**config.mk**
```make
export PLATFORM = sky130hd
export DESIGN_NAME = shc_homing_ctrl
export DESIGN_NICKNAME = d
export VERILOG_FILES = /design/src/shc_pkg.sv /design/src/shc_pattern_mem.sv /design/src/shc_homing_ctrl.sv
export SDC_FILE = /design/constraint.sdc
export NUM_CORES = 2
export LEC_CHECK = 0
export ABC_CLOCK_PERIOD_IN_PS = 2900
export BUFFER_PORTS_ARGS = -buffer_cell sky130_fd_sc_hd__buf_2
export CORE_ASPECT_RATIO = 0.8
export CORE_MARGIN = 2
export CORE_UTILIZATION = 45
export CTS_CLUSTER_SIZE = 28
export DETAILED_ROUTE_END_ITERATION = 8
export PLACE_DENSITY = 0.6
export SYNTH_ARGS = -nofsm -noshare
export SYNTH_HDL_FRONTEND = slang
export SYNTH_SLANG_ARGS = --single-unit
```
**constraint.sdc**
```tcl
create_clock -name core_clk_i -period 2.9 [get_ports core_clk_i]
set_input_delay 0.29 -clock core_clk_i [delete_from_list [all_inputs] [get_ports core_clk_i]]
set_output_delay 0.29 -clock core_clk_i [all_outputs]
set_load 0.03 [all_outputs]
```
**src/shc_pkg.sv**
```systemverilog
// Purpose: Shared constants and carrier types for the speech codec homing control.
// Assumes: Samples are 16-bit left-justified words; decoder parameters arrive one bit per beat.
// Notes: Per-mode homing patterns and field lengths are supplied from outside at configuration time.
`default_nettype none
package shc_pkg;
    // Codec modes and pattern store geometry
    localparam int unsigned NUM_MODES = 8;
    localparam int unsigned MODE_W = 3;
    localparam int unsigned BIT_IDX_W = 8;
    localparam int unsigned PAT_ADDR_W = MODE_W + BIT_IDX_W;
    localparam int unsigned PAT_DEPTH = 1 << PAT_ADDR_W;
    // Speech sample framing
    localparam int unsigned SMP_W = 16;
    localparam int unsigned SMP_CNT_W = 8;
    localparam logic [SMP_CNT_W-1:0] SAMPLES_PER_FRAME = 8'ha0;
    // Encoder homing sample: 13-bit one, left justified in 16 bits
    localparam logic [SMP_W-1:0] EHF_SAMPLE = 16'h0008;
    // Reset values of the home flags: a freshly reset codec is in home state
    localparam logic HOME_RST = 1'b1;

    // Codec configuration, fixed by external means at reset
    typedef struct packed {
        logic [MODE_W-1:0] mode;              // Codec mode in use
        logic [BIT_IDX_W-1:0] frame_bits;     // Parameter bits per frame for that mode
        logic [BIT_IDX_W-1:0] early_bits;     // Bits of prediction plus first subframe
    } shc_cfg_t;

    // Pattern store write port
    typedef struct packed {
        logic wr;
        logic [PAT_ADDR_W-1:0] addr;
        logic data;
    } shc_pat_wr_t;

    // Homing status reported to the codec cores
    typedef struct packed {
        logic enc_in_home;     // Encoder is in home state
        logic enc_homing;      // Last complete input frame was an encoder homing frame
        logic enc_expect_dhf;  // Its output must equal the decoder homing frame
        logic dec_in_home;     // Decoder is in home state
        logic dec_homing;      // Last complete parameter frame was a decoder homing frame
    } shc_status_t;
endpackage : shc_pkg
`default_nettype wire

```
**src/shc_pattern_mem.sv**
```systemverilog
// Purpose: One-bit-wide store of the decoder homing patterns, one region per codec mode.
// Assumes: Loaded before bit-exact traffic starts; read data is registered.
// Notes: A write and a read to the same address in one cycle return the old bit.
`timescale 1ns/1ps
`default_nettype none
module shc_pattern_mem (
    // Clock
    input wire logic core_clk_i,
    // Write port
    input wire logic wr_i,
    input wire logic [shc_pkg::PAT_ADDR_W-1:0] wr_addr_i,
    input wire logic wr_data_i,
    // Read port
    input wire logic [shc_pkg::PAT_ADDR_W-1:0] rd_addr_i,
    output logic rd_data_o
);
    // Storage array, no reset: contents come from the load port
    logic mem_q [shc_pkg::PAT_DEPTH];

    // Write side
    always_ff @(posedge core_clk_i) begin
        if (wr_i) begin
            mem_q[wr_addr_i] <= wr_data_i;
        end
    end

    // Registered read
    always_ff @(posedge core_clk_i) begin
        rd_data_o <= mem_q[rd_addr_i];
    end
endmodule : shc_pattern_mem
`default_nettype wire

```
**src/shc_homing_ctrl.sv**
```systemverilog
// Purpose: Detects in-band homing frames on both codec directions and pulses the state resets.
// Assumes: One frame in flight per direction; the encoder core reports end of output, decoder output end is counted from dec_smp_valid_i.
// Notes: Samples and parameter bits are taken as synchronous to core_clk_i.
// How it works
// Eight decoder patterns, chosen by configured mode
// Encoder homing only on own frame boundaries
// Home encoder output must equal decoder pattern
// Encoder reset after homing frame output done
// Only configured-mode pattern triggers decoder homing
// Home decoder output replaced by encoder frame
// Decoder reset after homing frame output done
// Test sequences differ early from homing frame
// Home decoder may detect homing frame early
// Encoder frame is 160 samples of 0008
// Mode configured by controller before testing
// Compare whole frame, latch, reset afterwards
`timescale 1ns/1ps
`default_nettype none
module shc_homing_ctrl (
    // Clock and reset
    input wire logic core_clk_i,
    input wire logic rst_n_i,
    // Configuration and pattern load
    input wire shc_pkg::shc_cfg_t cfg_i,
    input wire shc_pkg::shc_pat_wr_t pat_wr_i,
    // Encoder input samples and core completion
    input wire logic enc_smp_valid_i,
    input wire logic [shc_pkg::SMP_W-1:0] enc_smp_i,
    input wire logic enc_frame_done_i,
    // Decoder parameter bits
    input wire logic dec_bit_valid_i,
    input wire logic dec_bit_i,
    // Decoder core output samples
    input wire logic dec_smp_valid_i,
    input wire logic [shc_pkg::SMP_W-1:0] dec_smp_i,
    // Decoder output samples after substitution
    output logic dec_out_valid_o,
    output logic [shc_pkg::SMP_W-1:0] dec_out_smp_o,
    // Homing events and status
    output logic enc_home_reset_o,
    output logic dec_home_reset_o,
    output logic dec_early_hit_o,
    output shc_pkg::shc_status_t status_o
);
    // True on the last index of a frame of the given length
    function automatic logic is_last(input logic [7:0] cnt, input logic [7:0] len);
        is_last = (cnt == len - 8'h01);
    endfunction : is_last

    // ---------------- Encoder side ----------------
    logic [shc_pkg::SMP_CNT_W-1:0] enc_cnt_q, enc_cnt_d; // Own frame segmentation
    logic enc_run_q, enc_run_d;       // All samples so far were homing samples
    logic enc_home_q;                 // Encoder in home state
    logic enc_start_home_q;           // Home state sampled at frame start
    logic enc_pend_q;                 // Latched homing decision awaiting core output
    logic enc_expect_q;               // Output must be the decoder homing frame
    logic enc_rst_q;                  // Reset pulse
    wire enc_first = (enc_cnt_q == '0);
    wire enc_last = is_last(enc_cnt_q, shc_pkg::SAMPLES_PER_FRAME);
    wire enc_smp_hit = (enc_smp_i == shc_pkg::EHF_SAMPLE);
    // Running match restarts at each own frame boundary so misaligned frames never match
    wire enc_acc = (enc_first | enc_run_q) & enc_smp_hit;

    // Next-state for the sample counter and running match
    always_comb begin
        enc_cnt_d = enc_cnt_q;
        enc_run_d = enc_run_q;
        if (enc_smp_valid_i) begin
            enc_cnt_d = enc_last ? '0 : enc_cnt_q + 8'h01;
            enc_run_d = enc_acc;
        end
    end

    // Encoder segmentation and match registers
    always_ff @(posedge core_clk_i or negedge rst_n_i) begin
        if (!rst_n_i) begin
            enc_cnt_q <= '0;
            enc_run_q <= 1'b0;
        end else begin
            enc_cnt_q <= enc_cnt_d;
            enc_run_q <= enc_run_d;
        end
    end

    // Home state at frame start, latched at first sample
    always_ff @(posedge core_clk_i or negedge rst_n_i) begin
        if (!rst_n_i) begin
            enc_start_home_q <= shc_pkg::HOME_RST;
        end else if (enc_smp_valid_i && enc_first) begin
            enc_start_home_q <= enc_home_q;
        end
    end

    // Frame decision latched at last sample; core still processes the frame normally
    always_ff @(posedge core_clk_i or negedge rst_n_i) begin
        if (!rst_n_i) begin
            enc_pend_q <= 1'b0;
            enc_expect_q <= 1'b0;
        end else if (enc_smp_valid_i && enc_last) begin
            enc_pend_q <= enc_acc;
            enc_expect_q <= enc_acc & enc_start_home_q;
        end
    end

    // Reset applied only once the core has emitted that frame's output
    always_ff @(posedge core_clk_i or negedge rst_n_i) begin
        if (!rst_n_i) begin
            enc_home_q <= shc_pkg::HOME_RST;
            enc_rst_q <= 1'b0;
        end else begin
            enc_rst_q <= enc_frame_done_i & enc_pend_q;
            if (enc_frame_done_i) begin
                // Any ordinary frame moves the state away from home
                enc_home_q <= enc_pend_q;
            end
        end
    end

    // ---------------- Decoder parameter side ----------------
    logic [shc_pkg::BIT_IDX_W-1:0] bit_cnt_q;  // Parameter bit index
    logic pat_bit;                             // Pattern bit, one cycle after address
    logic cmp_v_q;                             // Compare stage valid
    logic cmp_bit_q;                           // Received bit held for compare
    logic [shc_pkg::BIT_IDX_W-1:0] cmp_idx_q;  // Index of held bit
    logic dec_run_q;                           // Running match
    logic dec_home_q;                          // Decoder in home state
    logic dec_start_home_q;                    // Home state at frame start
    logic dec_pend_q;                          // Latched homing decision
    logic dec_sub_q;                           // Substitute output samples
    logic early_q;                             // Early detection pulse
    logic dec_rst_q;                           // Reset pulse
    // Pattern selected by configured mode only, so other modes' patterns decode normally
    wire [shc_pkg::PAT_ADDR_W-1:0] rd_addr = {cfg_i.mode, bit_cnt_q};
    wire bit_last = is_last(bit_cnt_q, cfg_i.frame_bits);
    wire cmp_first = (cmp_idx_q == '0);
    wire cmp_last = is_last(cmp_idx_q, cfg_i.frame_bits);
    wire cmp_early = is_last(cmp_idx_q, cfg_i.early_bits);
    wire dec_acc = (cmp_first | dec_run_q) & (cmp_bit_q == pat_bit);
    // Sources keep the first test frame distinct within these bits, so a prefix match suffices
    wire early_hit = cmp_v_q & cmp_early & dec_acc & dec_start_home_q;

    // Pattern store, one region per codec mode
    shc_pattern_mem u_pat_mem (
        .core_clk_i(core_clk_i),
        .wr_i(pat_wr_i.wr),
        .wr_addr_i(pat_wr_i.addr),
        .wr_data_i(pat_wr_i.data),
        .rd_addr_i(rd_addr),
        .rd_data_o(pat_bit)
    );

    // Bit counter and compare pipeline; pattern read has one cycle of latency
    always_ff @(posedge core_clk_i or negedge rst_n_i) begin
        if (!rst_n_i) begin
            bit_cnt_q <= '0;
            cmp_v_q <= 1'b0;
            cmp_bit_q <= 1'b0;
            cmp_idx_q <= '0;
        end else begin
            cmp_v_q <= dec_bit_valid_i;
            if (dec_bit_valid_i) begin
                bit_cnt_q <= bit_last ? '0 : bit_cnt_q + 8'h01;
                cmp_bit_q <= dec_bit_i;
                cmp_idx_q <= bit_cnt_q;
            end
        end
    end

    // Running match, start-of-frame home state and frame decision
    always_ff @(posedge core_clk_i or negedge rst_n_i) begin
        if (!rst_n_i) begin
            dec_run_q <= 1'b0;
            dec_start_home_q <= shc_pkg::HOME_RST;
            dec_pend_q <= 1'b0;
            dec_sub_q <= 1'b0;
            early_q <= 1'b0;
        end else begin
            early_q <= early_hit;
            if (dec_bit_valid_i && bit_cnt_q == '0) begin
                dec_start_home_q <= dec_home_q;
            end
            if (cmp_v_q) begin
                dec_run_q <= dec_acc;
                if (cmp_last) begin
                    dec_pend_q <= dec_acc;
                    dec_sub_q <= dec_acc & dec_start_home_q;
                end
            end
        end
    end

    // ---------------- Decoder output side ----------------
    logic [shc_pkg::SMP_CNT_W-1:0] out_cnt_q; // Output sample index
    wire out_last = is_last(out_cnt_q, shc_pkg::SAMPLES_PER_FRAME);
    // Normal decoding continues; only the emitted samples are replaced
    wire [shc_pkg::SMP_W-1:0] out_smp = dec_sub_q ? shc_pkg::EHF_SAMPLE : dec_smp_i;

    // Output registers and substitution
    always_ff @(posedge core_clk_i or negedge rst_n_i) begin
        if (!rst_n_i) begin
            out_cnt_q <= '0;
            dec_out_valid_o <= 1'b0;
            dec_out_smp_o <= '0;
        end else begin
            dec_out_valid_o <= dec_smp_valid_i;
            if (dec_smp_valid_i) begin
                out_cnt_q <= out_last ? '0 : out_cnt_q + 8'h01;
                dec_out_smp_o <= out_smp;
            end
        end
    end

    // Reset after the last output sample of a homing frame, comfort noise included
    always_ff @(posedge core_clk_i or negedge rst_n_i) begin
        if (!rst_n_i) begin
            dec_home_q <= shc_pkg::HOME_RST;
            dec_rst_q <= 1'b0;
        end else begin
            dec_rst_q <= dec_smp_valid_i & out_last & dec_pend_q;
            if (dec_smp_valid_i && out_last) begin
                dec_home_q <= dec_pend_q;
            end
        end
    end

    // Outputs
    assign enc_home_reset_o = enc_rst_q;
    assign dec_home_reset_o = dec_rst_q;
    assign dec_early_hit_o = early_q;
    assign status_o = '{enc_in_home: enc_home_q, enc_homing: enc_pend_q, enc_expect_dhf: enc_expect_q,
                        dec_in_home: dec_home_q, dec_homing: dec_pend_q};
endmodule : shc_homing_ctrl
`default_nettype wire

```
Word level (Yosys, flattened, before mapping)
Memory sizes are Yosys's and may differ from the RTL's. A register that Yosys moved wholly into a read port is not among the register bits. Cells that the tools add are included.

Input port bits: 71. Output and inout bits: 25. Memory bits (writable): 2048. Flip-flop bits (word level): 64. Memories: 1. Word-level logic and storage cells: 60.

Memories: u_pat_mem.mem_q (words 2048, bits a word 1, rd ports 1, clocked after Yosys merged registers in 1, write ports 1, line shc_pattern_mem.sv:18) `logic mem_q [shc_pkg::PAT_DEPTH];`.

Add/sub/neg operators: 5. Mux-type cells: 6. Eq/ne operators: 7. Reduce and logical (&&, ||, !) cells: 8. Bitwise gates (word level): 12.

Operators with widths (number): adder 8 x 1 -> 8 bit, second input constant (3); equality test 8 bit (3); logical NOT 8 bit (3); two-way mux 8 bit (3); equality test 16 x 4 -> 1 bit, second input constant (1); equality test 8 bit, second input constant (2); two-way mux 16 bit (1); subtractor 8 x 1 -> 8 bit, second input constant (2); AND 1 bit (10); logical AND 1 bit (4); two-way mux 1 bit (2); OR 1 bit (2); AND reduction 2 bit (1); equality test 1 bit (1).

Longest topological paths before layout
Word-level depth: 5. Depth in mapped cells: 15. Gate-level depth less buffers: 10.

By module
From an unflattened synthesis, not the netlist that was laid out.

Cells, all modules: 6577. Area, all modules: 92892.8 um^2.

Modules (own cells, without submodules): shc_pattern_mem (sequential area each 61519.0 um^2, area each 89345.7 um^2, times used 1, cells each 6243); shc_homing_ctrl (sequential area each 1606.5 um^2, area each 3547.2 um^2, times used 1, cells each 334).

Worst setup path after synthesis
OpenSTA, ideal clock, no wires.

Path type: register to register. From: register bit_cnt_q[0] (netlist bit). To: register u_pat_mem.rd_data_o, read port of u_pat_mem.mem_q. Period minus slack after synthesis: 2.609 ns. Data arrival time: 2.483 ns. Library setup time: 0.126 ns. Cell stages (with the launch flop): 12. Setup slack: 0.291 ns. Required time: 2.774 ns. Path buffers: 4. Path through: dfrtp_1 > buf_6 > buf_12 > buf_12 > buf_8 > mux4_2 > a2111oi_0 > o21ai_1 > a221oi_2 > a2bb2oi_1 > o2111a_1 > nor4_1.

RTL lines: start, declared (line shc_homing_ctrl.sv:120) `logic [shc_pkg::BIT_IDX_W-1:0] bit_cnt_q;`; start signal, assigned (line shc_homing_ctrl.sv:162) `bit_cnt_q <= bit_last ? '0 : bit_cnt_q + 8'h01;`; end, declared (line shc_pattern_mem.sv:15) `output logic rd_data_o`.

==> metrics.md <==
| Metric | Value |
|---|---|
| Status | finished, violations left |
| Failing checks | negative setup slack |
| GPL Wtd Cong | 0.844 |
| Slew margin rel. | 29.5% |
| Mux contribution to synthesized area | 13.2% |
| Rows | 148 |
| Compound-gate portion of the synthesized area | 3.12% |
| Crit-path cells | buf_8, buf_12, buf_16, mux4_2, mux4_2, a22oi_2, nand4_1, a21oi_4, nor4_2 |
| Leak Pwr | 33.4 nW |
| Critical-path top delay cell | mux4_2 |
| Min Tclk post-route | 3.30 ns |
| Post-synthesis adder-cell area fraction | 0.0952% |
| Die Height | 408 um |
| Power per Cell Area | 732 nW/um^2 |
| Clock slew at reported path FFs | 0.07 ns |
| Most common cell in the synthesized netlist | nor2_1 |
| Clk buf depth | 3 |
| P&R area growth vs syn | 16.4% |
| Cells after synthesis | 6452 |
| Port bufs | 95 |
| First drt pass iteration count | 6 |
| CP Class | flip-flop to flip-flop |
| Vias | 59.1k |
| Asr flop ratio synth | 3.03% |
| Seq/Total Area, Yosys | 68.6% |
| Max-Cap Viols | 0 |
| Max Freq | 0.303 GHz |
| Final period utilization | 114% |
| IO Pins | 96 |
| Fin nets | 6866 |
| DRC Markers | 0 |
| # H-tree levels | 4 |
| Yosys reg bits | 2113 |
| Clock Skew | 0.0292 ns |
| Post-synth EDFFs | 2048 |
| Hpwl dp | 165000 um |
| Hold Path Class | primary input to flip-flop |
| First-pass GRT wire length | 413000 um |
| Wire per inst | 30.1 um |
| Worst Setup Slack, final | -0.396 ns |
| Synthesis Warnings | 0 |
| Die area | 208000 um^2 |
| DP Worst Slack | -0.910 ns |
| Top post-synthesis cells by count | nor2_1 (2110), edfxtp_1 (2048), mux4_2 (417) |
| Primary FF master, synth | edfxtp_1 |
| Routed Antenna Nets | 0 |
| Crit-path max FO | 7 |
| Share of cells above drive strength 1 | 22.2% |
| Final Setup Violations | 1 |
| Main combinational cell family by area after synthesis | multiplexers |
| Worst VDD drop | 599 uV |
| Initial detailed-routing violation count | 8042 |
| Routed WL | 291000 um |
| Clk sinks | 2113 |
| Largest net degree at the start of global routing | 143 |
| Synth area leader | edfxtp_1 |
| Die width | 510 um |
| Total power | 78.4 mW |
| # fillers | 16.9k |
| Top post-synthesis cells by area | edfxtp_1 (67%), mux4_2 (10%), nor2_1 (8.6%) |
| Data required, critical path | 3.64 ns |
| Core area | 203000 um^2 |
| Final hold violation count | 0 |
| XOR/XNOR Fraction of Synth Area | 0.438% |
| Vias/cell | 6.11 |
| GR Overflow Total | 0 |
| Initial core utilization | 45.3% |
| GRT Overall Usage | 27.7% |
| Initial antenna violation count | 14 |
| CP arrival | 4.04 ns |
| Placement Cell Area | 99500 um^2 |
| Area fraction of the dominant cell type after synthesis | 66.8% |
| Post-Syn Nets | 6530 |
| RSZ-0062 raised after global routing | true |
| Cell mode on critical path | mux4_2 |
| Crit-path max cell delay | 0.53 ns |
| Root Buffer | clkbuf_16 |
| Worst-Margin Slew | 1.06 ns |
| Yosys cell types | 79 |
| Cell Area, Synth | 92000 um^2 |
| Clk_lat worst skew | 0.86 ns |
| CP endpoint kind | flip-flop |
| Design Area, Final | 107000 um^2 |
| Final slew viol count | 0 |
| Syn_area_per_cell | 14.3 um^2 |
| Post-Synth Simple-Gate Area | 11.0% |
| Num CTS Buffers | 204 |
| Number of global-route vias before repair | 56.8k |
| CP startpoint kind | flip-flop |
| CTS tree | done |
[layer usage]
metal | global-route usage (%) | wire length [um] | vias to the layer above
met5 | 0 | 16 | -
met4 | 8.04 | 9020 | 4
met3 | 5.31 | 30900 | 475
met2 | 43.1 | 135000 | 3319
met1 | 39.8 | 116000 | 30900
li1 | - | - | 24300
[metrics by stage]
| step | TNS, ns | std cells | hold WS, ns | utilization (%) |
|---|---|---|---|---|
| after floorplan | 0 | 6452 | -0.00559 | - |
| after global placement | -1.02 | 9208 | 0.297 | 48.9 |
| after detailed placement | -0.910 | 9208 | 0.302 | 48.9 |
| after CTS | -0.336 | 9656 | 0.0943 | 52.6 |
| after global routing | -0.441 | 9663 | 0.144 | 52.7 |
| final | -0.396 | 9669 | 0.140 | 52.7 |
[worst max-delay path, delay by kind of cell, from the launching register on]
family                 cells  cell delay, ns
muxes                      2            1.02
DFF                        1            0.52
AOI/OAI and AO/OA          2            0.61
buffers and inverters      3            0.48
and+or+nand+nor            2            0.52
[registers in the layout, indices dropped and copies added (netlist names), 8 cells and up]
name and cells:
out_cnt_q 8, cmp_idx_q 8, enc_cnt_q 8, dec_out_smp_o 16
bit_cnt_q 8, u_pat_mem.mem_q 2048
[what timing repair did]
| item | in CTS | in global routing |
|---|---|---|
| endpoints found under the hold margin | 137 | 0 |
| gates cloned | 4 | 1 |
| hold buffers | 55 | 0 |
| setup buffers | 13 | 2 |
| gates resized for setup | 49 | 32 |
| endpoints found under the setup margin | 1 | 3 |
| pin swaps | 15 | 10 |
[layout make-up]
type                            instances  area, um^2  area share, %
Multi-Input combinational cell       3681       26500           24.7
Clock buffer                          249        5380           5.02
Antenna cell                           10        25.0         0.0234
Inverter                               29         114          0.106
Clock inverter                        128        1030          0.961
Sequential cell                      2113       63100           59.0
Tap cell                             2700        3380           3.15
Timing Repair Buffer                  759        7570           7.07
[kinds of logic (layout without fill, tap and decap cells)]
group / Yosys count / after routing
simple gates: 2559 / 2559
buf+inv: 658 / 1165
compound gates: 414 / 414
xor+xnor: 46 / 46
flops: 2113 / 2113
other cells: 0 / 10
mux: 655 / 655
fa+ha+maj: 7 / 7
[power by group]
part / leakage [nW] / total [mW] / switching (mW) / internal, mW
Sequential: 19.2 / 34.0 / 0.330 / 33.7
Clock: 3.15 / 26.1 / 11.8 / 14.3
Combinational: 11.1 / 18.3 / 10.8 / 7.48
Total: 33.4 / 78.4 / 22.9 / 55.5
[path summary, 6_finish.rpt]
path,startpoint,endpoint,slack (ns),cells past startpoint
setup / recovery,bit_cnt_q[0]$_DFFE_PN0P_,u_pat_mem.rd_data_o$_DFF_P_,-0.40,9
setup reg to reg,bit_cnt_q[0]$_DFFE_PN0P_,u_pat_mem.rd_data_o$_DFF_P_,-0.40,9
hold reg to reg,enc_run_q$_DFFE_PN0P_,enc_run_q$_DFFE_PN0P_,0.49,1
max in group asynchronous,rst_n_i,enc_cnt_q[4]$_DFFE_PN0P_,0.99,4
hold / removal,pat_wr_i[1],u_pat_mem.mem_q[1534]$_DFFE_PP_,0.14,5
min in group asynchronous,rst_n_i,enc_home_q$_DFFE_PN1P_,0.55,3
[cells in the final DEF, fill, tap and decap left out, types with 26 or more instances in the layout]
cell type      synthesis  layout
nor2_1              2110    2106
edfxtp_1            2048    2048
buf_4                 18     455
mux4_2               417     419
nand2_1              222     220
clkbuf_16              0     209
mux2i_1              196     196
buf_12                 5     137
buf_2                 57      93
a22oi_1               90      88
a21oi_1               74      67
dlygate4sd3_1          0      55
clkinv_1               1      54
dfrtp_1               60      53
o21ai_0               57      52
clkinv_2               0      45
clkbuf_1             410      39
o22ai_1               38      38
nand3_1               65      32
nand3_4                0      32
a211oi_1              30      27
inv_1                 26      26
xnor2_1               26      26
Note: power is estimated with default switching activity, not from simulation.
